`src/inc/lps_pkg.sv`:
```
// Constants, types and register map of the loopback and pad scan test block.
package lps_pkg;
    // ==================================================================
    // Register byte offsets on the AHB-Lite slave
    localparam logic [7:0] LPS_OFF_TCTL = 8'h00;
    localparam logic [7:0] LPS_OFF_ANEG = 8'h04;
    localparam logic [7:0] LPS_OFF_TXEV = 8'h08;
    localparam logic [7:0] LPS_OFF_STAT = 8'h0C;
    localparam logic [7:0] LPS_OFF_IRQS = 8'h10;
    localparam logic [7:0] LPS_OFF_IRQM = 8'h14;
    // ==================================================================
    // Field positions
    localparam int LPS_BIT_PORT_AUI = 0;
    localparam int LPS_BIT_CLOOP = 9;
    localparam int LPS_BIT_ALOOP = 10;
    localparam int LPS_BIT_FFD = 15;
    localparam int LPS_BIT_COLL16 = 15;
    localparam int LPS_STAT_MODE_LSB = 0;
    localparam int LPS_STAT_CNT_LSB = 8;
    localparam int LPS_STAT_SCAN_BIT = 16;
    localparam int LPS_STAT_BLOCK_BIT = 17;
    localparam int LPS_STAT_STEP_LSB = 24;
    // Interrupt status and mask bit positions.
    localparam int LPS_IRQ_W = 4;
    localparam int LPS_IRQ_COLL16 = 0;
    localparam int LPS_IRQ_SQE = 1;
    localparam int LPS_IRQ_SCAN_IN = 2;
    localparam int LPS_IRQ_SCAN_OUT = 3;
    // ==================================================================
    // Scan and collision counts
    localparam int LPS_OUT_PADS = 26;
    localparam int LPS_BIDIR_PADS = 16;
    localparam int LPS_OUT_STEPS = LPS_OUT_PADS + LPS_BIDIR_PADS;
    localparam int LPS_IN_PADS = 37;
    localparam int LPS_IN_SEL = LPS_IN_PADS + LPS_BIDIR_PADS;
    localparam logic [6:0] LPS_STEP_OUT_LAST = 7'h2A;
    localparam logic [6:0] LPS_STEP_IN_FIRST = 7'h2B;
    localparam logic [6:0] LPS_STEP_LAST = 7'h54;
    localparam logic [4:0] LPS_COLL_LIMIT = 5'h10;
    // ==================================================================
    // Types
    typedef enum logic [7:0] {
        LPS_M_NONE = 8'h00, LPS_M_TP_ILOOP = 8'h01, LPS_M_TP_ICOLL = 8'h02,
        LPS_M_TP_ELOOP = 8'h04, LPS_M_TP_ECOLL = 8'h08, LPS_M_AUI_ILOOP = 8'h10,
        LPS_M_AUI_ELOOP = 8'h20, LPS_M_AUI_COLL = 8'h40, LPS_M_AUI_RSVD = 8'h80
    } lps_mode_t;
    typedef enum logic [2:0] {
        LPS_S_NORMAL = 3'h1, LPS_S_SCAN = 3'h2, LPS_S_BLOCKED = 3'h4
    } lps_scan_t;
    typedef struct packed {
        logic port_aui;
        logic force_full_duplex;
        logic codec_loop;
        logic attachment_loop;
    } lps_cfg_t;
endpackage

```
`src/rtl/lps_test_top.sv`:
```
// Loopback, collision test mode and pad continuity scan logic.
`timescale 1ns/1ps
`default_nettype none
module lps_test_top
    import lps_pkg::*;
(
    input wire logic hclk,
    input wire logic hresetn,
    input wire logic hsel,
    input wire logic [31:0] haddr,
    input wire logic [1:0] htrans,
    input wire logic hwrite,
    input wire logic [2:0] hsize,
    input wire logic [31:0] hwdata,
    input wire logic hready,
    output logic [31:0] hrdata,
    output logic hreadyout,
    output logic hresp,
    output logic irq,
    input wire logic scan_select_n,
    input wire logic addr_enable_scan_clock,
    input wire logic [LPS_IN_SEL-1:0] scan_pad_in,
    input wire logic tx_frame_start,
    input wire logic tx_frame_done,
    input wire logic collision_in,
    output logic aen_bus_qual,
    output logic internal_reset_n,
    output logic scan_pad_override,
    output logic [LPS_OUT_STEPS-1:0] scan_pad_out,
    output logic [LPS_OUT_STEPS-1:0] scan_pad_oe_n,
    output logic serial_prom_out,
    output logic serial_prom_oe_n,
    output logic carrier_sense_ignore,
    output logic codec_internal_loop,
    output logic line_tx_enable,
    output logic line_rx_enable,
    output logic sqe_error,
    output logic sixteen_collision_flag
);
    // ==================================================================
    // Declarations
    lps_cfg_t cfg_ff;               // Software test configuration.
    lps_mode_t mode_ff;             // Decoded test mode.
    lps_scan_t scan_ff;             // Pad scan state.
    logic [1:0] sel_sync_ff;        // Scan select synchroniser.
    logic [1:0] aen_sync_ff;        // Address enable synchroniser.
    logic [LPS_IN_SEL-1:0] pin_s1_ff; // Input pad synchroniser, first stage.
    logic [LPS_IN_SEL-1:0] pin_s2_ff; // Input pad synchroniser, second stage.
    logic sel_prev_ff;              // Last synchronised select level.
    logic aen_prev_ff;              // Last synchronised address enable level.
    logic [6:0] step_ff;            // Scan step counter.
    logic [6:0] nxt_step;           // Next step count on a scan edge.
    logic [LPS_OUT_STEPS-1:0] pad_out_ff;
    logic [LPS_OUT_STEPS-1:0] pad_oe_n_ff;
    logic prom_out_ff;
    logic prom_oe_n_ff;
    logic [4:0] coll_cnt_ff;        // Collisions of the current frame.
    logic coll16_ff;                // Sixteen collision flag.
    logic sqe_ff;                   // Quality error pulse.
    logic [LPS_IRQ_W-1:0] irq_st_ff;
    logic [LPS_IRQ_W-1:0] irq_msk_ff;
    logic [LPS_IRQ_W-1:0] irq_set;
    logic wr_pend_ff;               // Write data phase pending.
    logic [7:0] wr_addr_ff;         // Write offset of the pending phase.
    logic [31:0] rdata_ff;
    logic sel_s;
    logic aen_s;
    logic aen_fall;
    logic scan_on;
    logic coll_mode;
    logic coll16_evt;
    logic addr_phase;
    logic wr_tctl;
    logic wr_aneg;
    logic wr_txev;
    logic wr_irqs;
    logic wr_irqm;

    // Map the two control pairs and the port select onto one test mode.
    function automatic lps_mode_t lps_decode_mode(input lps_cfg_t c);
        lps_mode_t m;
        m = LPS_M_NONE;
        if (c.port_aui) begin
            case ({c.attachment_loop, c.codec_loop})
                2'h3: m = LPS_M_AUI_ILOOP;
                2'h2: m = LPS_M_AUI_ELOOP;
                2'h1: m = LPS_M_AUI_RSVD;
                default: m = LPS_M_AUI_COLL;
            endcase
        end else begin
            case ({c.force_full_duplex, c.codec_loop})
                2'h3: m = LPS_M_TP_ILOOP;
                2'h1: m = LPS_M_TP_ICOLL;
                2'h2: m = LPS_M_TP_ELOOP;
                default: m = LPS_M_TP_ECOLL;
            endcase
        end
        return m;
    endfunction

    // ==================================================================
    // Pin synchronisers
    // Every pin from the tester passes two flip-flops before use.
    always_ff @(posedge hclk or negedge hresetn) begin
        if (!hresetn) begin
            sel_sync_ff <= 2'h3;
            aen_sync_ff <= 2'h0;
            pin_s1_ff <= '0;
            pin_s2_ff <= '0;
            sel_prev_ff <= 1'h1;
            aen_prev_ff <= 1'h0;
        end else begin
            sel_sync_ff <= {sel_sync_ff[0], scan_select_n};
            aen_sync_ff <= {aen_sync_ff[0], addr_enable_scan_clock};
            pin_s1_ff <= scan_pad_in;
            pin_s2_ff <= pin_s1_ff;
            sel_prev_ff <= sel_sync_ff[1];
            aen_prev_ff <= aen_sync_ff[1];
        end
    end

    assign sel_s = sel_sync_ff[1];
    assign aen_s = aen_sync_ff[1];
    assign scan_on = (scan_ff == LPS_S_SCAN);
    assign aen_fall = scan_on && aen_prev_ff && !aen_s;

    // ==================================================================
    // Pad scan state machine
    // Entry needs address enable low at the select fall, else it waits for select high.
    always_ff @(posedge hclk or negedge hresetn) begin
        if (!hresetn) begin
            scan_ff <= LPS_S_NORMAL;
        end else begin
            case (scan_ff)
                LPS_S_NORMAL: begin
                    if (!sel_s && sel_prev_ff) begin
                        scan_ff <= aen_s ? LPS_S_BLOCKED : LPS_S_SCAN;
                    end
                end
                LPS_S_SCAN: begin
                    if (sel_s) begin
                        scan_ff <= LPS_S_NORMAL;
                    end
                end
                LPS_S_BLOCKED: begin
                    if (sel_s) begin
                        scan_ff <= LPS_S_NORMAL;
                    end
                end
                default: scan_ff <= LPS_S_NORMAL;
            endcase
        end
    end

    assign internal_reset_n = !scan_on;
    assign scan_pad_override = scan_on;
    // address enable back to the bus
    assign aen_bus_qual = scan_on ? 1'h0 : aen_s;

    // ==================================================================
    // Scan step counter and pad drive
    // Step 0 is released; 1 to 42 walk the zero; 43 to 84 read inputs.
    always_comb begin
        nxt_step = (step_ff == LPS_STEP_LAST) ? 7'h00 : step_ff + 7'h01;
    end

    // counter cleared on entry, advanced on edges
    always_ff @(posedge hclk or negedge hresetn) begin
        if (!hresetn) begin
            step_ff <= 7'h00;
        end else if (!scan_on) begin
            step_ff <= 7'h00;
        end else if (aen_fall) begin
            step_ff <= nxt_step;
        end
    end

    // Pads are driven from flip-flops that follow the step count.
    always_ff @(posedge hclk or negedge hresetn) begin
        if (!hresetn) begin
            pad_out_ff <= '1;
            pad_oe_n_ff <= '1;
        end else if (!scan_on) begin
            pad_out_ff <= '1;
            pad_oe_n_ff <= '1;
        end else if (aen_fall) begin
            if (nxt_step != 7'h00 && nxt_step <= LPS_STEP_OUT_LAST) begin
                pad_oe_n_ff <= '0;
                // index 0 is the link LED pad
                pad_out_ff <= ~(42'h1 << (nxt_step - 7'h01));
            end else begin
                // release in input phase and after
                pad_out_ff <= '1;
                pad_oe_n_ff <= '1;
            end
        end
    end

    // The selected input pad level goes to the serial prom output.
    always_ff @(posedge hclk or negedge hresetn) begin
        if (!hresetn) begin
            prom_out_ff <= 1'h1;
            prom_oe_n_ff <= 1'h1;
        end else if (!scan_on) begin
            prom_out_ff <= 1'h1;
            prom_oe_n_ff <= 1'h1;
        end else if (aen_fall) begin
            if (nxt_step >= LPS_STEP_IN_FIRST) begin
                prom_oe_n_ff <= 1'h0;
                // index 0 is the sleep pad
                prom_out_ff <= pin_s2_ff[6'(nxt_step - LPS_STEP_IN_FIRST)];
            end else begin
                prom_out_ff <= 1'h1;
                prom_oe_n_ff <= 1'h1;
            end
        end
    end

    assign scan_pad_out = pad_out_ff;
    assign scan_pad_oe_n = pad_oe_n_ff;
    assign serial_prom_out = prom_out_ff;
    assign serial_prom_oe_n = prom_oe_n_ff;

    // ==================================================================
    // Test mode decode and line control
    // The mode is registered; scan resets it with the rest of the core.
    always_ff @(posedge hclk or negedge hresetn) begin
        if (!hresetn) begin
            mode_ff <= LPS_M_TP_ECOLL;
        end else if (scan_on) begin
            mode_ff <= LPS_M_TP_ECOLL;
        end else begin
            mode_ff <= lps_decode_mode(cfg_ff);
        end
    end

    assign carrier_sense_ignore = mode_ff inside {LPS_M_TP_ILOOP, LPS_M_TP_ELOOP, LPS_M_AUI_ILOOP, LPS_M_AUI_ELOOP};
    assign codec_internal_loop = mode_ff inside {LPS_M_TP_ILOOP, LPS_M_TP_ICOLL, LPS_M_AUI_ILOOP};
    assign line_tx_enable = !codec_internal_loop && !scan_on;
    assign line_rx_enable = !codec_internal_loop && !scan_on;
    assign coll_mode = mode_ff inside {LPS_M_TP_ICOLL, LPS_M_TP_ECOLL, LPS_M_AUI_COLL};

    // ==================================================================
    // Collision counting and quality error
    // count collisions per frame
    always_ff @(posedge hclk or negedge hresetn) begin
        if (!hresetn) begin
            coll_cnt_ff <= 5'h00;
        end else if (scan_on || tx_frame_start) begin
            coll_cnt_ff <= 5'h00;
        end else if (coll_mode && collision_in && coll_cnt_ff != LPS_COLL_LIMIT) begin
            coll_cnt_ff <= coll_cnt_ff + 5'h01;
        end
    end

    assign coll16_evt = coll_mode && collision_in && !tx_frame_start && !scan_on
                        && (coll_cnt_ff == LPS_COLL_LIMIT - 5'h01);

    // sticky flag, set wins over clear
    always_ff @(posedge hclk or negedge hresetn) begin
        if (!hresetn) begin
            coll16_ff <= 1'h0;
        end else if (coll16_evt) begin
            coll16_ff <= 1'h1;
        end else if (scan_on || (wr_txev && hwdata[LPS_BIT_COLL16])) begin
            coll16_ff <= 1'h0;
        end
    end

    always_ff @(posedge hclk or negedge hresetn) begin
        if (!hresetn) begin
            sqe_ff <= 1'h0;
        end else begin
            sqe_ff <= (mode_ff == LPS_M_AUI_ELOOP) && tx_frame_done && !scan_on;
        end
    end

    assign sixteen_collision_flag = coll16_ff;
    assign sqe_error = sqe_ff;

    // ==================================================================
    // AHB-Lite slave
    // Zero wait states; reads answer from a register in the data phase.
    assign addr_phase = hsel && hready && htrans[1];
    assign hreadyout = 1'h1;
    assign hresp = 1'h0;
    assign hrdata = rdata_ff;
    assign wr_tctl = wr_pend_ff && (wr_addr_ff == LPS_OFF_TCTL);
    assign wr_aneg = wr_pend_ff && (wr_addr_ff == LPS_OFF_ANEG);
    assign wr_txev = wr_pend_ff && (wr_addr_ff == LPS_OFF_TXEV);
    assign wr_irqs = wr_pend_ff && (wr_addr_ff == LPS_OFF_IRQS);
    assign wr_irqm = wr_pend_ff && (wr_addr_ff == LPS_OFF_IRQM);

    // Capture the address phase of a write.
    always_ff @(posedge hclk or negedge hresetn) begin
        if (!hresetn) begin
            wr_pend_ff <= 1'h0;
            wr_addr_ff <= 8'h00;
        end else begin
            wr_pend_ff <= addr_phase && hwrite;
            wr_addr_ff <= {haddr[7:2], 2'h0};
        end
    end

    // Read data are selected at the address phase; unmapped reads give zero.
    always_ff @(posedge hclk or negedge hresetn) begin
        if (!hresetn) begin
            rdata_ff <= 32'h0;
        end else if (addr_phase && !hwrite) begin
            rdata_ff <= 32'h0;
            case ({haddr[7:2], 2'h0})
                LPS_OFF_TCTL: begin
                    rdata_ff[LPS_BIT_PORT_AUI] <= cfg_ff.port_aui;
                    rdata_ff[LPS_BIT_CLOOP] <= cfg_ff.codec_loop;
                    rdata_ff[LPS_BIT_ALOOP] <= cfg_ff.attachment_loop;
                end
                LPS_OFF_ANEG: rdata_ff[LPS_BIT_FFD] <= cfg_ff.force_full_duplex;
                LPS_OFF_TXEV: rdata_ff[LPS_BIT_COLL16] <= coll16_ff;
                LPS_OFF_STAT: begin
                    rdata_ff[LPS_STAT_MODE_LSB +: 8] <= mode_ff;
                    rdata_ff[LPS_STAT_CNT_LSB +: 5] <= coll_cnt_ff;
                    rdata_ff[LPS_STAT_SCAN_BIT] <= scan_on;
                    rdata_ff[LPS_STAT_BLOCK_BIT] <= (scan_ff == LPS_S_BLOCKED);
                    rdata_ff[LPS_STAT_STEP_LSB +: 7] <= step_ff;
                end
                LPS_OFF_IRQS: rdata_ff[LPS_IRQ_W-1:0] <= irq_st_ff;
                LPS_OFF_IRQM: rdata_ff[LPS_IRQ_W-1:0] <= irq_msk_ff;
                default: rdata_ff <= 32'h0;
            endcase
        end
    end

    // Test configuration; cleared by the scan's internal reset.
    always_ff @(posedge hclk or negedge hresetn) begin
        if (!hresetn) begin
            cfg_ff <= '0;
        end else if (scan_on) begin
            cfg_ff <= '0;
        end else begin
            if (wr_tctl) begin
                cfg_ff.port_aui <= hwdata[LPS_BIT_PORT_AUI];
                cfg_ff.codec_loop <= hwdata[LPS_BIT_CLOOP];
                cfg_ff.attachment_loop <= hwdata[LPS_BIT_ALOOP];
            end
            if (wr_aneg) begin
                cfg_ff.force_full_duplex <= hwdata[LPS_BIT_FFD];
            end
        end
    end

    // ==================================================================
    // Interrupts
    always_comb begin
        irq_set = '0;
        irq_set[LPS_IRQ_COLL16] = coll16_evt;
        irq_set[LPS_IRQ_SQE] = sqe_ff;
        irq_set[LPS_IRQ_SCAN_IN] = (scan_ff == LPS_S_NORMAL) && !sel_s && sel_prev_ff && !aen_s;
        irq_set[LPS_IRQ_SCAN_OUT] = scan_on && sel_s;
    end

    // Sticky status, write one to clear; a new event wins over the clear.
    always_ff @(posedge hclk or negedge hresetn) begin
        if (!hresetn) begin
            irq_st_ff <= '0;
            irq_msk_ff <= '0;
        end else begin
            irq_st_ff <= irq_set | (irq_st_ff & ~(wr_irqs ? hwdata[LPS_IRQ_W-1:0] : '0));
            if (wr_irqm) begin
                irq_msk_ff <= hwdata[LPS_IRQ_W-1:0];
            end
        end
    end

    assign irq = |(irq_st_ff & irq_msk_ff);
endmodule
`default_nettype wire
```
`config.mk`:
```
export PLATFORM = sky130hd
export DESIGN_NAME = lps_test_top
export DESIGN_NICKNAME = d
export VERILOG_FILES = /design/src/inc/lps_pkg.sv /design/src/rtl/lps_test_top.sv
export SDC_FILE = /design/constraint.sdc
export NUM_CORES = 1
export LEC_CHECK = 0
export BUFFER_PORTS_ARGS = -buffer_cell sky130_fd_sc_hd__buf_2
export CORE_MARGIN = 3
export CORE_UTILIZATION = 50
export CTS_BUF_LIST = sky130_fd_sc_hd__clkbuf_4 sky130_fd_sc_hd__clkbuf_8 sky130_fd_sc_hd__clkbuf_16
export CTS_CLUSTER_DIAMETER = 150
export DETAILED_ROUTE_END_ITERATION = 10
export HOLD_SLACK_MARGIN = 0.12
export PLACE_DENSITY = 0.77
export REMOVE_ABC_BUFFERS = 1
export SLEW_MARGIN = 10
export SYNTH_ARGS = -nofsm -noshare
export SYNTH_HDL_FRONTEND = slang
export SYNTH_SLANG_ARGS = --single-unit
```
`constraint.sdc`:
```
create_clock -name hclk -period 3.6 [get_ports hclk]
set_clock_uncertainty 0.05 [all_clocks]
set_input_delay 0.54 -clock hclk [delete_from_list [all_inputs] [get_ports hclk]]
set_output_delay 0.54 -clock hclk [all_outputs]
set_load 0.05 [all_outputs]
```
==> load_flow_metrics.sql, run 1 <==
INSERT INTO impl_metrics (metric_group, metric, value, unit) VALUES
('global_route', 'via_count_of_the_first_global_routing_pass', '6811', ''),
('die', 'die-width', '143', 'microns'),
('min_path', 'hold_path.startpoint', 'haddr[3]', ''),
('layout', 'final.fill_count', '1318', ''),
('layout', 'most_frequent_cells_in_the_layout', 'sky130_fd_sc_hd__buf_2 (194), sky130_fd_sc_hd__dfrtp_1 (174), sky130_fd_sc_hd__dlygate4sd3_1 (60)', ''),
('power', 'peakVddDrop', '0.000493', 'V'),
('sta', 'timing.fmax', '0.312', 'GHz'),
('clocking', 'worst_skew_pair.late_latency', '0.50', 'ns'),
('die', 'initial_core_util', '51.6', '%'),
('clocking', 'cts-root-buf', 'sky130_fd_sc_hd__clkbuf_16', ''),
('power', 'clkPwrFrac', '46.5', '%'),
('power', 'power_switching_share', '22.0', '%'),
('clocking', 'cts-buffers-inserted', '23', ''),
('placed_design', 'place_worst_setup_slack', '0.290', 'ns'),
('sta', 'timing.final.ws_setup', '0.393', 'ns'),
('sta', 'fin_hold_ws', '0.199', 'ns'),
('sta', 'maxSlewHeadroom', '48.0', '%'),
('sta', 'finalSetupViolCount', '0', ''),
('yosys', 'mappedNetlistArea', '9430', 'sq um'),
('sta', 'finalHoldViolCount', '0', ''),
('detailed_routing', 'drt-total-wl', '21900', 'microns'),
('clocking', 'cts_tree', 'built', ''),
('yosys', 'synth-edff-count', '0', ''),
('layout', 'drive_above_1_share', '32.9', '%'),
('yosys', 'netlist-cell-type-count', '84', ''),
('placed_design', 'numPlacedInstances', '1145', ''),
('sta', 'unrepaired_setup_endpoints_after_global_routing', 'no', ''),
('clocking', 'h-tree-depth', '1', ''),
('min_path', 'min_delay_path_depth', '1', ''),
('die', 'io_pins', '262', ''),
('global_route', 'grt_max_degree', '108', ''),
('yosys', 'syn-mean-instance-area', '12.1', 'sq um'),
('power', 'cellInternalPower', '4300', 'uW'),
('yosys', 'synth-seq-cells', '224', ''),
('yosys', 'yosys_synthesis_warning_count', '0', ''),
('yosys', 'synthArstFlopShare', '100', '%'),
('power', 'power_per_cell_area', '469', 'nW/um^2'),
('global_route', 'antenna_found_initial', '0', ''),
('sta', 'worstMarginPinSlew', '0.781', 'ns'),
('yosys', 'synth_seq_area_share', '60.1', '%'),
('min_path', 'hold_path.class', 'primary input to register', ''),
('power', 'share_comb_of_total_power', '5.4', '%'),
('sta', 'setup_total_negative_slack', '0', 'ns'),
('worst_setup_path', 'timing.reg2reg.worst_path_depth', '12', ''),
('layout', 'area_growth_syn_to_layout', '24.7', '%'),
('outcome', 'outcome', 'finished clean', ''),
('power', 'power.net_switching', '1210', 'uW'),
('min_path', 'hold_ep', 'wr_addr_ff[3]$_DFF_PN0_', ''),
('detailed_routing', 'drt_iter0_drc', '378', ''),
('layout', 'num-nets-final', '1144', ''),
('global_route', 'global_route.usage.total', '21.6', '%'),
('die', 'rows', '49', ''),
('clocking', 'clk_transition_reported_paths', '0.06', 'ns'),
('global_route', 'grt_pass1_wl', '35400', 'microns'),
('worst_setup_path', 'worstReg2RegEnd', 'serial_prom_out$_DFFE_PN1P_', ''),
('sta', 'layout_worst_path_cycle_share', '89.1', '%'),
('sta', 'period_needed', '3.21', 'ns'),
('yosys', 'synth-main-ff-cell', 'sky130_fd_sc_hd__dfrtp_1', ''),
('worst_setup_path', 'critical_path_peak_fanout', '10', ''),
('worst_setup_path', 'setup.worst_path.end_class', 'register', ''),
('die', 'die_h', '143', 'microns'),
('worst_setup_path', 'worstSetupStartpointType', 'register', ''),
('placed_design', 'dp_hpwl', '13700', 'microns'),
('worst_setup_path', 'setup.reg_to_reg.worst_slack', '0.39', 'ns'),
('worst_setup_path', 'worstReg2RegStart', 'step_ff[0]$_DFFE_PN0P_', ''),
('clocking', 'clock_sinks', '224', ''),
('detailed_routing', 'detailedRoute.firstPassIterationCount', '5', ''),
('layout', 'antenna-diode-count', '0', ''),
('die', 'coreArea', '18300', 'sq um'),
('detailed_routing', 'drt-wirelength-per-cell', '17.5', 'microns'),
('worst_setup_path', 'crit_required', '3.97', 'ns');
## per-stage QoR
stage | utilization (%) | total power [uW] | cell area [sq um]
3_5_place_dp | 56.5 | 2940 | 10300
6_report | 64.4 | 5520 | 11800
4_1_cts | 64.3 | 5550 | 11800
3_3_place_gp | 56.5 | 2930 | 10300
5_1_grt | 64.4 | 5720 | 11800
2_1_floorplan | - | 2800 | 8900
## registers in the layout (all words and copies together) (netlist names), 4 cells and up
signal	count
hrdata	23
coll_cnt_ff	5
scan_pad_out	42
wr_addr_ff	6
irq_msk_ff	4
mode_ff	8
step_ff	7
irq_st_ff	4
pin_s1_ff	53
cfg_ff	4
pin_s2_ff	53
## metal layers
metal	share of wire, %	global-route usage [%]	up-vias
met5	0	0	-
met4	1.9	5.35	0
met3	5.2	3.13	33
met2	50	37.6	218
met1	42	28.7	3285
li1	-	-	3143
## worst max path at each step
stage	from	to	slack (ns)	depth (start not counted)
after floorplan	scan_pad_oe_n[40]$_DFFE_PN1P_	scan_pad_oe_n[40]$_DFFE_PN1P_	-4.66	1
after global placement	step_ff[0]$_DFFE_PN0P_	scan_pad_out[26]$_DFFE_PN1P_	0.36	13
after detailed placement	step_ff[0]$_DFFE_PN0P_	scan_pad_out[24]$_DFFE_PN1P_	0.29	13
after CTS	step_ff[0]$_DFFE_PN0P_	scan_pad_out[27]$_DFFE_PN1P_	0.26	13
after global routing	step_ff[0]$_DFFE_PN0P_	serial_prom_out$_DFFE_PN1P_	0.08	12
final	step_ff[0]$_DFFE_PN0P_	serial_prom_out$_DFFE_PN1P_	0.39	12
## power groups by stage
stage	registers (uW)	logic (uW)	clock network (uW)
floorplan	2690	109	0
global placement	2690	242	0
detailed placement	2690	245	0
CTS	2650	296	2610
global route	2660	332	2730
finish	2650	299	2570
## Yosys cell counts (4+ instances only)
master | count | area, sq um
sky130_fd_sc_hd__o31ai_1 | 4 | 30.0
sky130_fd_sc_hd__buf_2 | 8 | 40.0
sky130_fd_sc_hd__nand2_1 | 59 | 221
sky130_fd_sc_hd__clkbuf_1 | 16 | 60.1
sky130_fd_sc_hd__or3_1 | 7 | 43.8
sky130_fd_sc_hd__xor2_1 | 8 | 70.1
sky130_fd_sc_hd__a21oi_1 | 28 | 140
sky130_fd_sc_hd__and2_1 | 5 | 31.3
sky130_fd_sc_hd__mux2i_1 | 30 | 300
sky130_fd_sc_hd__nand2b_1 | 6 | 37.5
sky130_fd_sc_hd__buf_4 | 56 | 420
sky130_fd_sc_hd__nor3_1 | 28 | 140
sky130_fd_sc_hd__a22o_1 | 17 | 149
sky130_fd_sc_hd__o21ai_0 | 35 | 175
sky130_fd_sc_hd__nor4b_1 | 5 | 43.8
sky130_fd_sc_hd__nor3b_1 | 9 | 67.6
sky130_fd_sc_hd__a22oi_1 | 6 | 45.0
sky130_fd_sc_hd__a31oi_1 | 7 | 43.8
sky130_fd_sc_hd__o21a_1 | 5 | 37.5
sky130_fd_sc_hd__dfstp_2 | 50 | 1310
sky130_fd_sc_hd__dfrtp_1 | 174 | 4350
sky130_fd_sc_hd__nor2_1 | 57 | 214
sky130_fd_sc_hd__ha_1 | 11 | 138
sky130_fd_sc_hd__o22a_1 | 16 | 140
sky130_fd_sc_hd__nand4_1 | 4 | 25.0
sky130_fd_sc_hd__o21ai_1 | 4 | 20.0
sky130_fd_sc_hd__and3_1 | 4 | 25.0
sky130_fd_sc_hd__o32a_1 | 8 | 80.1
sky130_fd_sc_hd__a211oi_1 | 5 | 37.5
sky130_fd_sc_hd__nand3_1 | 8 | 40.0
sky130_fd_sc_hd__inv_1 | 13 | 48.8
sky130_fd_sc_hd__mux2_2 | 4 | 45.0
sky130_fd_sc_hd__xnor2_1 | 8 | 70.1
## repair_timing
action                                 4_1_cts  5_1_grt
hold buffers                                60        0
resized for setup                            0        1
setup endpoints to repair                    0        7
endpoints found under the hold margin      132        0
## logic make-up (layout without fill, tap and decap cells)
| logic type | after synthesis | after routing | synth area share (%) |
|---|---|---|---|
| AO/OA/AOI/OAI | 167 | 167 | 12.9 |
| buffers and inverters | 101 | 330 | 6.59 |
| adder cells (fa/ha/maj) | 11 | 11 | 1.46 |
| XOR/XNOR | 20 | 20 | 2.53 |
| multiplexers | 36 | 36 | 4.22 |
| AND/OR/NAND/NOR | 218 | 218 | 12.1 |
| other | 2 | 11 | 0.0796 |
| flip-flops | 224 | 224 | 60.1 |
## worst max-delay path, stage by stage (launching register included)
cell and delay [ns]:
sky130_fd_sc_hd__dfrtp_1 0.40, sky130_fd_sc_hd__inv_2 0.09, sky130_fd_sc_hd__ha_1 0.23, sky130_fd_sc_hd__nor2b_1 0.28, sky130_fd_sc_hd__a21oi_4 0.09, sky130_fd_sc_hd__ha_1 0.56
sky130_fd_sc_hd__buf_4 0.26, sky130_fd_sc_hd__nor4b_1 0.21, sky130_fd_sc_hd__o21ai_0 0.14, sky130_fd_sc_hd__o21ai_0 0.22, sky130_fd_sc_hd__o21ai_0 0.15, sky130_fd_sc_hd__a211o_1 0.26
sky130_fd_sc_hd__o221ai_2 0.18
## final cells by class
cell class / count / area, sq um / area share, %
timing repair buffer: 274 / 1740 / 14.8
inverter: 15 / 56.3 / 0.479
multi-input combinational: 463 / 3180 / 27.0
clock inverter: 12 / 178 / 1.51
clock buffer: 29 / 652 / 5.54
sequential: 224 / 5670 / 48.2
tap: 229 / 287 / 2.44
No activity file was read; power rests on OpenSTA's default activity.
==> inputs of run 2 (changes only) <==
--- a/config.mk
+++ b/config.mk
@@ -6,13 +6,15 @@
 export NUM_CORES = 1
 export LEC_CHECK = 0
 export BUFFER_PORTS_ARGS = -buffer_cell sky130_fd_sc_hd__buf_2
+export CELL_PAD_IN_SITES_DETAIL_PLACEMENT = 0
+export CELL_PAD_IN_SITES_GLOBAL_PLACEMENT = 1
 export CORE_MARGIN = 3
-export CORE_UTILIZATION = 50
+export CORE_UTILIZATION = 41
 export CTS_BUF_LIST = sky130_fd_sc_hd__clkbuf_4 sky130_fd_sc_hd__clkbuf_8 sky130_fd_sc_hd__clkbuf_16
 export CTS_CLUSTER_DIAMETER = 150
 export DETAILED_ROUTE_END_ITERATION = 10
 export HOLD_SLACK_MARGIN = 0.12
-export PLACE_DENSITY = 0.77
+export PLACE_DENSITY_LB_ADDON = 0.1
 export REMOVE_ABC_BUFFERS = 1
 export SLEW_MARGIN = 10
 export SYNTH_ARGS = -nofsm -noshare
==> load_flow_metrics.sql, run 2 (synthesized netlist as in run 1, its figures left out) <==
INSERT INTO impl_metrics (metric_group, metric, value, unit) VALUES
('sta', 'layout_worst_path_cycle_share', '90.1', '%'),
('sta', 'maxSlewHeadroom', '47.1', '%'),
('die', 'die-width', '158', 'microns'),
('placed_design', 'gp_routability_congestion', '0.829', ''),
('power', 'cellInternalPower', '4390', 'uW'),
('worst_setup_path', 'critical_path_arrival', '3.60', 'ns'),
('power', 'power_per_cell_area', '470', 'nW/um^2'),
('placed_design', 'dp_hpwl', '15000', 'microns'),
('layout', 'drive_above_1_share', '33.3', '%'),
('die', 'die-area', '24900', 'sq um'),
('min_path', 'min_delay_path_depth', '1', ''),
('sta', 'unrepaired_setup_endpoints_after_global_routing', 'no', ''),
('worst_setup_path', 'timing.reg2reg.worst_path_depth', '13', ''),
('clocking', 'clock_sinks', '224', ''),
('power', 'pwr-share-seq', '47.4', '%'),
('global_route', 'grt_pass1_wl', '34800', 'microns'),
('clocking', 'ctsLongestPathBuffers', '3', ''),
('power', 'totalPowerFinal', '5590', 'uW'),
('global_route', 'grt_max_degree', '106', ''),
('clocking', 'clk_transition_reported_paths', '0.06', 'ns'),
('power', 'static-leakage-power', '0.00527', 'uW'),
('detailed_routing', 'drt-total-wl', '21300', 'microns'),
('worst_setup_path', 'setup.worst_path.end_class', 'register', ''),
('clocking', 'cts_tree', 'built', ''),
('worst_setup_path', 'crit_required', '3.96', 'ns'),
('detailed_routing', 'drcViolationCount', '0', ''),
('sta', 'timing.final.max_slew_violations', '0', ''),
('power', 'power.net_switching', '1200', 'uW'),
('sta', 'worstMarginPinSlew', '0.794', 'ns'),
('detailed_routing', 'drt-wirelength-per-cell', '16.4', 'microns'),
('die', 'die_h', '158', 'microns'),
('layout', 'antenna-diode-count', '0', ''),
('die', 'initial_core_util', '42.4', '%'),
('detailed_routing', 'detail_route.vias_per_cell', '5.08', ''),
('worst_setup_path', 'critical_path_peak_fanout', '11', ''),
('clocking', 'h-tree-depth', '1', ''),
('min_path', 'hold_path.class', 'primary input to register', ''),
('layout', 'most_frequent_cells_in_the_layout', 'sky130_fd_sc_hd__buf_2 (194), sky130_fd_sc_hd__dfrtp_1 (174), sky130_fd_sc_hd__dlygate4sd3_1 (60)', ''),
('sta', 'finalHoldViolCount', '0', ''),
('worst_setup_path', 'critical-path-slowest-cell', 'sky130_fd_sc_hd__dfrtp_1', ''),
('global_route', 'via_count_of_the_first_global_routing_pass', '6674', ''),
('global_route', 'global_route.usage.total', '17.3', '%'),
('die', 'coreArea', '22200', 'sq um'),
('global_route', 'grt-ovfl-total', '0', ''),
('power', 'share_comb_of_total_power', '5.2', '%'),
('clocking', 'worst_skew_pair.late_latency', '0.52', 'ns'),
('die', 'rows', '54', ''),
('run', 'maxCapViolations', '0', ''),
('outcome', 'outcome', 'finished clean', ''),
('worst_setup_path', 'worstSetupStartpointType', 'register', ''),
('detailed_routing', 'drt_iter0_drc', '243', ''),
('detailed_routing', 'via_count', '6615', ''),
('global_route', 'antenna_found_initial', '0', ''),
('detailed_routing', 'detailedRoute.firstPassIterationCount', '4', ''),
('die', 'io_pins', '262', ''),
('clocking', 'post_cts_buffers', '0', ''),
('placed_design', 'port-buffer-count', '195', ''),
('layout', 'num-nets-final', '1148', ''),
('layout', 'area_growth_syn_to_layout', '26.1', '%'),
('clocking', 'cts-root-buf', 'sky130_fd_sc_hd__clkbuf_16', ''),
('sta', 'timing.fmax', '0.308', 'GHz'),
('layout', 'mostFrequentLayoutCell', 'sky130_fd_sc_hd__buf_2', ''),
('clocking', 'cts-buffers-inserted', '24', ''),
('layout', 'regArea', '5670', 'sq um'),
('power', 'clkPwrFrac', '47.4', '%'),
('worst_setup_path', 'timing.critical_path.slowest_cell_delay', '0.44', 'ns'),
('sta', 'period_needed', '3.25', 'ns'),
('worst_setup_path', 'timing.critical_path.cells', 'inv_2, ha_1, nor2b_1, a21oi_4, buf_4, inv_2, ha_1, o31ai_1, xor2_1, o31ai_2, nand3_2, nor3_4, a31oi_1', ''),
('power', 'power_switching_share', '21.4', '%'),
('detailed_routing', 'antenna_left', '0', ''),
('worst_setup_path', 'critical_setup_path_class', 'register to register', ''),
('layout', 'multi_input_combinational_cell_area', '3180', 'sq um'),
('sta', 'finalSetupViolCount', '0', ''),
('sta', 'fin_hold_ws', '0.177', 'ns'),
('layout', 'final.fill_count', '1914', ''),
('power', 'peakVddDrop', '0.000391', 'V');
[run 2: changes by cell type in the layout (fill, tap and decap cells not counted), sizes merged]
cell,previous run,this run
bufinv,4,5
clkinv,4,6
inv,16,17
clkinvlp,3,1
buf,214,217
[run 2: path summary, 6_finish.rpt]
check                                             from                           end  slack (ns)
worst max-delay path            step_ff[0]$_DFFE_PN0P_  scan_pad_out[25]$_DFFE_PN1P_        0.35
worst min register to register  pin_s1_ff[6]$_DFF_PN0_        pin_s2_ff[6]$_DFF_PN0_        0.29
max in group asynchronous                      hresetn        pin_s2_ff[0]$_DFF_PN0_        1.86
worst max register to register  step_ff[0]$_DFFE_PN0P_  scan_pad_out[25]$_DFFE_PN1P_        0.35
min in group asynchronous                      hresetn        hrdata[15]$_DFFE_PN0P_        0.63
worst min-delay path                          haddr[3]       wr_addr_ff[3]$_DFF_PN0_        0.18
[run 2: through the flow]
step / std cells / setup WS, ns / util (%) / setup TNS (ns) / cell area [sq um]
after floorplan: 702 / -4.66 / - / -193.35 / 8900
after global placement: 1199 / 0.334 / 46.8 / 0 / 10400
after detailed placement: 1199 / 0.214 / 46.8 / 0 / 10400
final: 1302 / 0.355 / 53.5 / 0 / 11900
after CTS: 1302 / 0.174 / 53.5 / 0 / 11900
after global routing: 1302 / 0.0393 / 53.5 / 0 / 11900
[run 2: final cells by class]
type                    instances  area share (%)
clock buffers                  29            5.52
repair buffers                277            14.8
clock inverters                14            1.81
flip-flops and latches        224            47.7
multi-input cells             463            26.8
well taps                     280            2.95
inverters                      15           0.473
[run 2: critical path: cells and delay by family, from the launching register on]
family / cells / cell delay, ns
adder cells (fa/ha/maj): 2 / 0.40
flip-flops: 1 / 0.44
buffers and inverters: 3 / 0.37
AND/OR/NAND/NOR: 3 / 0.98
XOR/XNOR: 1 / 0.20
AO/OA/AOI/OAI: 4 / 0.71
[run 2: metal layers]
metal	global-route usage, %	vias to the layer above	wire, microns
met5	0	-	0
met4	4.34	0	410
met3	2.54	34	1090
met2	29.2	212	10300
met1	23.6	3221	9500
li1	-	3148	-
[run 2: repair_timing]
action	in CTS	in global routing
hold buffers	60	0
hold endpoints to repair	116	0
endpoints found under the setup margin	0	8
gates resized for setup	0	2
[run 2: power by group through the flow]
stage / Sequential [uW] / Combinational [uW] / Clock (uW)
after detailed placement: 2690 / 249 / 0
after floorplan: 2690 / 109 / 0
after CTS: 2650 / 299 / 2730
after global placement: 2690 / 242 / 0
final: 2650 / 293 / 2650
after global routing: 2660 / 331 / 2840
==> inputs of run 3 (changes only) <==
--- a/config.mk
+++ b/config.mk
@@ -5,14 +5,16 @@
 export SDC_FILE = /design/constraint.sdc
 export NUM_CORES = 1
 export LEC_CHECK = 0
+export ABC_AREA = 1
 export BUFFER_PORTS_ARGS = -buffer_cell sky130_fd_sc_hd__buf_2
 export CELL_PAD_IN_SITES_DETAIL_PLACEMENT = 0
 export CELL_PAD_IN_SITES_GLOBAL_PLACEMENT = 1
 export CORE_MARGIN = 3
-export CORE_UTILIZATION = 41
+export CORE_UTILIZATION = 39
 export CTS_BUF_LIST = sky130_fd_sc_hd__clkbuf_4 sky130_fd_sc_hd__clkbuf_8 sky130_fd_sc_hd__clkbuf_16
 export CTS_CLUSTER_DIAMETER = 150
 export DETAILED_ROUTE_END_ITERATION = 10
+export GPL_TIMING_DRIVEN = 0
 export HOLD_SLACK_MARGIN = 0.12
 export PLACE_DENSITY_LB_ADDON = 0.1
 export REMOVE_ABC_BUFFERS = 1
==> load_flow_metrics.sql, run 3 <==
INSERT INTO impl_metrics (metric_group, metric, value, unit) VALUES
('global_route', 'grtUsageMet2', '28.7', '%'),
('worst_setup_path', 'critical_path_peak_fanout', '31', ''),
('worst_setup_path', 'critical-path-slowest-cell', 'sky130_fd_sc_hd__dfrtp_1', ''),
('detailed_routing', 'drt-wirelength-per-cell', '15.0', 'microns'),
('detailed_routing', 'detailedRoute.firstPassIterationCount', '5', ''),
('yosys', 'syn-mean-instance-area', '9.54', 'sq um'),
('yosys', 'synth-edff-count', '0', ''),
('layout', 'mostFrequentLayoutCell', 'sky130_fd_sc_hd__buf_2', ''),
('die', 'initial_core_util', '40.2', '%'),
('min_path', 'hold_path.startpoint', 'haddr[3]', ''),
('sta', 'finalSetupViolCount', '0', ''),
('yosys', 'synth_top_family_by_area', 'simple AND/OR/NAND/NOR gates', ''),
('sta', 'unrepaired_setup_endpoints_after_global_routing', 'no', ''),
('detailed_routing', 'drcViolationCount', '0', ''),
('sta', 'finalHoldViolCount', '0', ''),
('layout', 'drive_above_1_share', '28.1', '%'),
('yosys', 'synth-seq-cells', '224', ''),
('yosys', 'synthDominantCellAreaShare', '45.6', '%'),
('yosys', 'top_cells_by_area_synth', 'sky130_fd_sc_hd__dfrtp_1 (46%), sky130_fd_sc_hd__dfstp_2 (14%), sky130_fd_sc_hd__nand2_1 (7.6%), sky130_fd_sc_hd__inv_1 (4.4%), sky130_fd_sc_hd__nand3_1 (4.4%)', ''),
('global_route', 'grt_pass1_wl', '37500', 'microns'),
('power', 'power_switching_share', '29.0', '%'),
('yosys', 'synthMuxAreaShare', '0', '%'),
('die', 'rows', '56', ''),
('placed_design', 'gp_routability_congestion', '0.792', ''),
('worst_setup_path', 'timing.critical_path.cells', 'inv_8, ha_1, nand2_1, inv_1, nand3_4, nand2_8, ha_1, nand2_1, nor2_2, a31o_2, nand2_2, nor2_4, nand2_2, nor2_1, nor2_1', ''),
('yosys', 'synth-main-ff-cell', 'sky130_fd_sc_hd__dfrtp_1', ''),
('clocking', 'h-tree-depth', '1', ''),
('clocking', 'worst_skew_pair.late_latency', '0.52', 'ns'),
('detailed_routing', 'via_count', '7269', ''),
('detailed_routing', 'detail_route.vias_per_cell', '4.64', ''),
('detailed_routing', 'drt-total-wl', '23500', 'microns'),
('global_route', 'grt_max_degree', '82', ''),
('layout', 'area_growth_syn_to_layout', '26.8', '%'),
('outcome', 'outcome', 'finished clean', ''),
('die', 'die_h', '162', 'microns'),
('yosys', 'yosys_synthesis_warning_count', '0', ''),
('min_path', 'hold_path.class', 'primary input to register', ''),
('detailed_routing', 'antenna_left', '0', ''),
('sta', 'layout_worst_path_cycle_share', '91.1', '%'),
('power', 'pwr-share-seq', '44.6', '%'),
('worst_setup_path', 'worstReg2RegStart', 'step_ff[0]$_DFFE_PN0P_', ''),
('global_route', 'use_met1', '24.3', '%'),
('sta', 'timing.fmax', '0.305', 'GHz'),
('yosys', 'area_share_of_xor_xnor_cells_in_the_synthesized_design', '0.917', '%'),
('yosys', 'synth_seq_area_share', '59.4', '%'),
('yosys', 'yosys-top-cells-count', 'sky130_fd_sc_hd__nand2_1 (193), sky130_fd_sc_hd__dfrtp_1 (174), sky130_fd_sc_hd__inv_1 (112)', ''),
('yosys', 'mappedNetlistArea', '9550', 'sq um'),
('yosys', 'yosysTopAreaCell', 'sky130_fd_sc_hd__dfrtp_1', ''),
('worst_setup_path', 'timing.critical_path.slowest_cell_delay', '0.48', 'ns'),
('run', 'maxCapViolations', '0', ''),
('worst_setup_path', 'crit_required', '4.00', 'ns'),
('sta', 'period_needed', '3.28', 'ns'),
('yosys', 'netlist-cell-type-count', '42', ''),
('clocking', 'clk_transition_reported_paths', '0.06', 'ns'),
('power', 'static-leakage-power', '0.00561', 'uW'),
('placed_design', 'numPlacedInstances', '1446', ''),
('global_route', 'globalRoute.busiestLayer', 'met2', ''),
('global_route', 'antenna_found_initial', '0', ''),
('worst_setup_path', 'critical_path_arrival', '3.67', 'ns'),
('clocking', 'cts-buffers-inserted', '26', ''),
('layout', 'fin_cells', '1565', ''),
('worst_setup_path', 'worstSetupStartpointType', 'register', ''),
('yosys', 'syn-instance-count', '1001', ''),
('power', 'share_comb_of_total_power', '15.9', '%'),
('detailed_routing', 'drt_iter0_drc', '336', ''),
('global_route', 'global_route.usage.total', '17.7', '%'),
('die', 'die-width', '162', 'microns'),
('sta', 'worstMarginPinSlew', '0.835', 'ns'),
('yosys', 'yosys.area_share.adder', '1.44', '%'),
('clocking', 'cts-root-buf', 'sky130_fd_sc_hd__clkbuf_16', ''),
('placed_design', 'dp_hpwl', '14900', 'microns'),
('power', 'clkPwrFrac', '39.5', '%'),
('layout', 'antenna-diode-count', '0', ''),
('clocking', 'clock_sinks', '224', ''),
('die', 'die-area', '26400', 'sq um'),
('worst_setup_path', 'critical_setup_path_class', 'register to register', ''),
('clocking', 'cts_tree', 'built', ''),
('clocking', 'ctsLongestPathBuffers', '3', ''),
('power', 'power.net_switching', '1840', 'uW'),
('power', 'power_per_cell_area', '524', 'nW/um^2'),
('global_route', 'globalRouteMet3Util', '3.81', '%'),
('sta', 'timing.final.max_slew_violations', '0', ''),
('yosys', 'synthSimpleGateAreaFrac', '22.0', '%'),
('layout', 'num-nets-final', '1369', ''),
('power', 'peakVddDrop', '0.000328', 'V'),
('worst_setup_path', 'timing.critical_path.from', 'step_ff[0]$_DFFE_PN0P_', ''),
('yosys', 'area_fraction_in_compound_gates_after_synthesis', '5.48', '%'),
('global_route', 'grt-ovfl-total', '0', ''),
('placed_design', 'port-buffer-count', '195', ''),
('yosys', 'synthArstFlopShare', '100', '%'),
('power', 'cellInternalPower', '4500', 'uW'),
('sta', 'maxSlewHeadroom', '44.0', '%'),
('global_route', 'via_count_of_the_first_global_routing_pass', '7199', ''),
('worst_setup_path', 'setup.worst_path.end_class', 'register', ''),
('sta', 'fin_hold_ws', '0.151', 'ns'),
('die', 'io_pins', '262', ''),
('sta', 'setup_total_negative_slack', '0', 'ns'),
('die', 'coreArea', '23800', 'sq um'),
('yosys', 'post-synth-top-count-cell', 'sky130_fd_sc_hd__nand2_1', ''),
('layout', 'most_frequent_cells_in_the_layout', 'sky130_fd_sc_hd__buf_2 (194), sky130_fd_sc_hd__nand2_1 (193), sky130_fd_sc_hd__dfrtp_1 (174)', '');
==> run 3: critical path: cells and delay by family, from the launching register on <==
family                     cells  cell delay, ns
DFF                            1            0.48
AOI/OAI and AO/OA              1            0.24
buffers and inverters          2            0.42
adders and majority gates      2            0.38
and+or+nand+nor               10            1.61
==> run 3: path summary, 6_finish.rpt <==
kind	slack (ns)	cells past startpoint	endpoint
setup / recovery	0.32	15	scan_pad_out[22]$_DFFE_PN1P_
hold / removal	0.15	1	wr_addr_ff[3]$_DFF_PN0_
setup reg to reg	0.32	15	scan_pad_out[22]$_DFFE_PN1P_
hold reg to reg	0.30	0	pin_s2_ff[43]$_DFF_PN0_
max in group asynchronous	2.19	3	scan_pad_out[40]$_DFFE_PN1P_
min in group asynchronous	0.50	2	pin_s2_ff[7]$_DFF_PN0_
==> run 3: kinds of logic (layout without fill, tap and decap cells) <==
logic type	count (synthesis)	count (layout)
AOI/OAI and AO/OA	94	95
xor gates and xnor gates	7	7
adders and majority gates	11	11
buffers and inverters	208	440
DFF	224	224
other	2	11
and+or+nand+nor	455	458
==> run 3: timing repair <==
| action | CTS | global route |
|---|---|---|
| endpoints found under the setup margin | 44 | 7 |
| pin swaps | 2 | 1 |
| gates cloned | 3 | 1 |
| resized for setup | 12 | 3 |
| buffers inserted | 6 | 0 |
| hold buffers | 61 | 0 |
| hold endpoints to repair | 80 | 0 |
==> run 3: per-layer routing <==
layer  wire length [microns]  share of wire, %  up-vias
met5                       0                 0        -
met3                    1530               6.5       31
met1                   10800                46     3439
li1                        -                 -     3597
met4                     440               1.9        0
met2                   10700                46      202
==> run 3: final cells by class <==
| cell class | count | area, sq um |
|---|---|---|
| tap | 319 | 399 |
| fill | 2255 | 11600 |
| clock buffer | 42 | 783 |
| clock inverter | 6 | 46.3 |
| timing repair buffer | 266 | 1720 |
| sequential | 224 | 5670 |
| multi-input combinational | 582 | 3000 |
| inverter | 126 | 488 |
==> run 3: per-stage QoR <==
step	setup WS (ns)	total power, uW	util, %	area, sq um
floorplan	-4.46	3500	-	9030
global placement	-3.25	3800	43.8	10400
detailed placement	-1.44	3830	44.2	10500
CTS	0.220	6430	50.9	12100
global route	0.0137	6670	51.0	12100
finish	0.322	6340	51.0	12100
==> run 3: power by group through the flow <==
stage	sequential [uW]	combinational (uW)	clock (uW)
2_1_floorplan	2970	528	0
3_3_place_gp	2870	932	0
3_5_place_dp	2870	958	0
4_1_cts	2830	1020	2580
5_1_grt	2850	1120	2700
6_report	2830	1010	2500
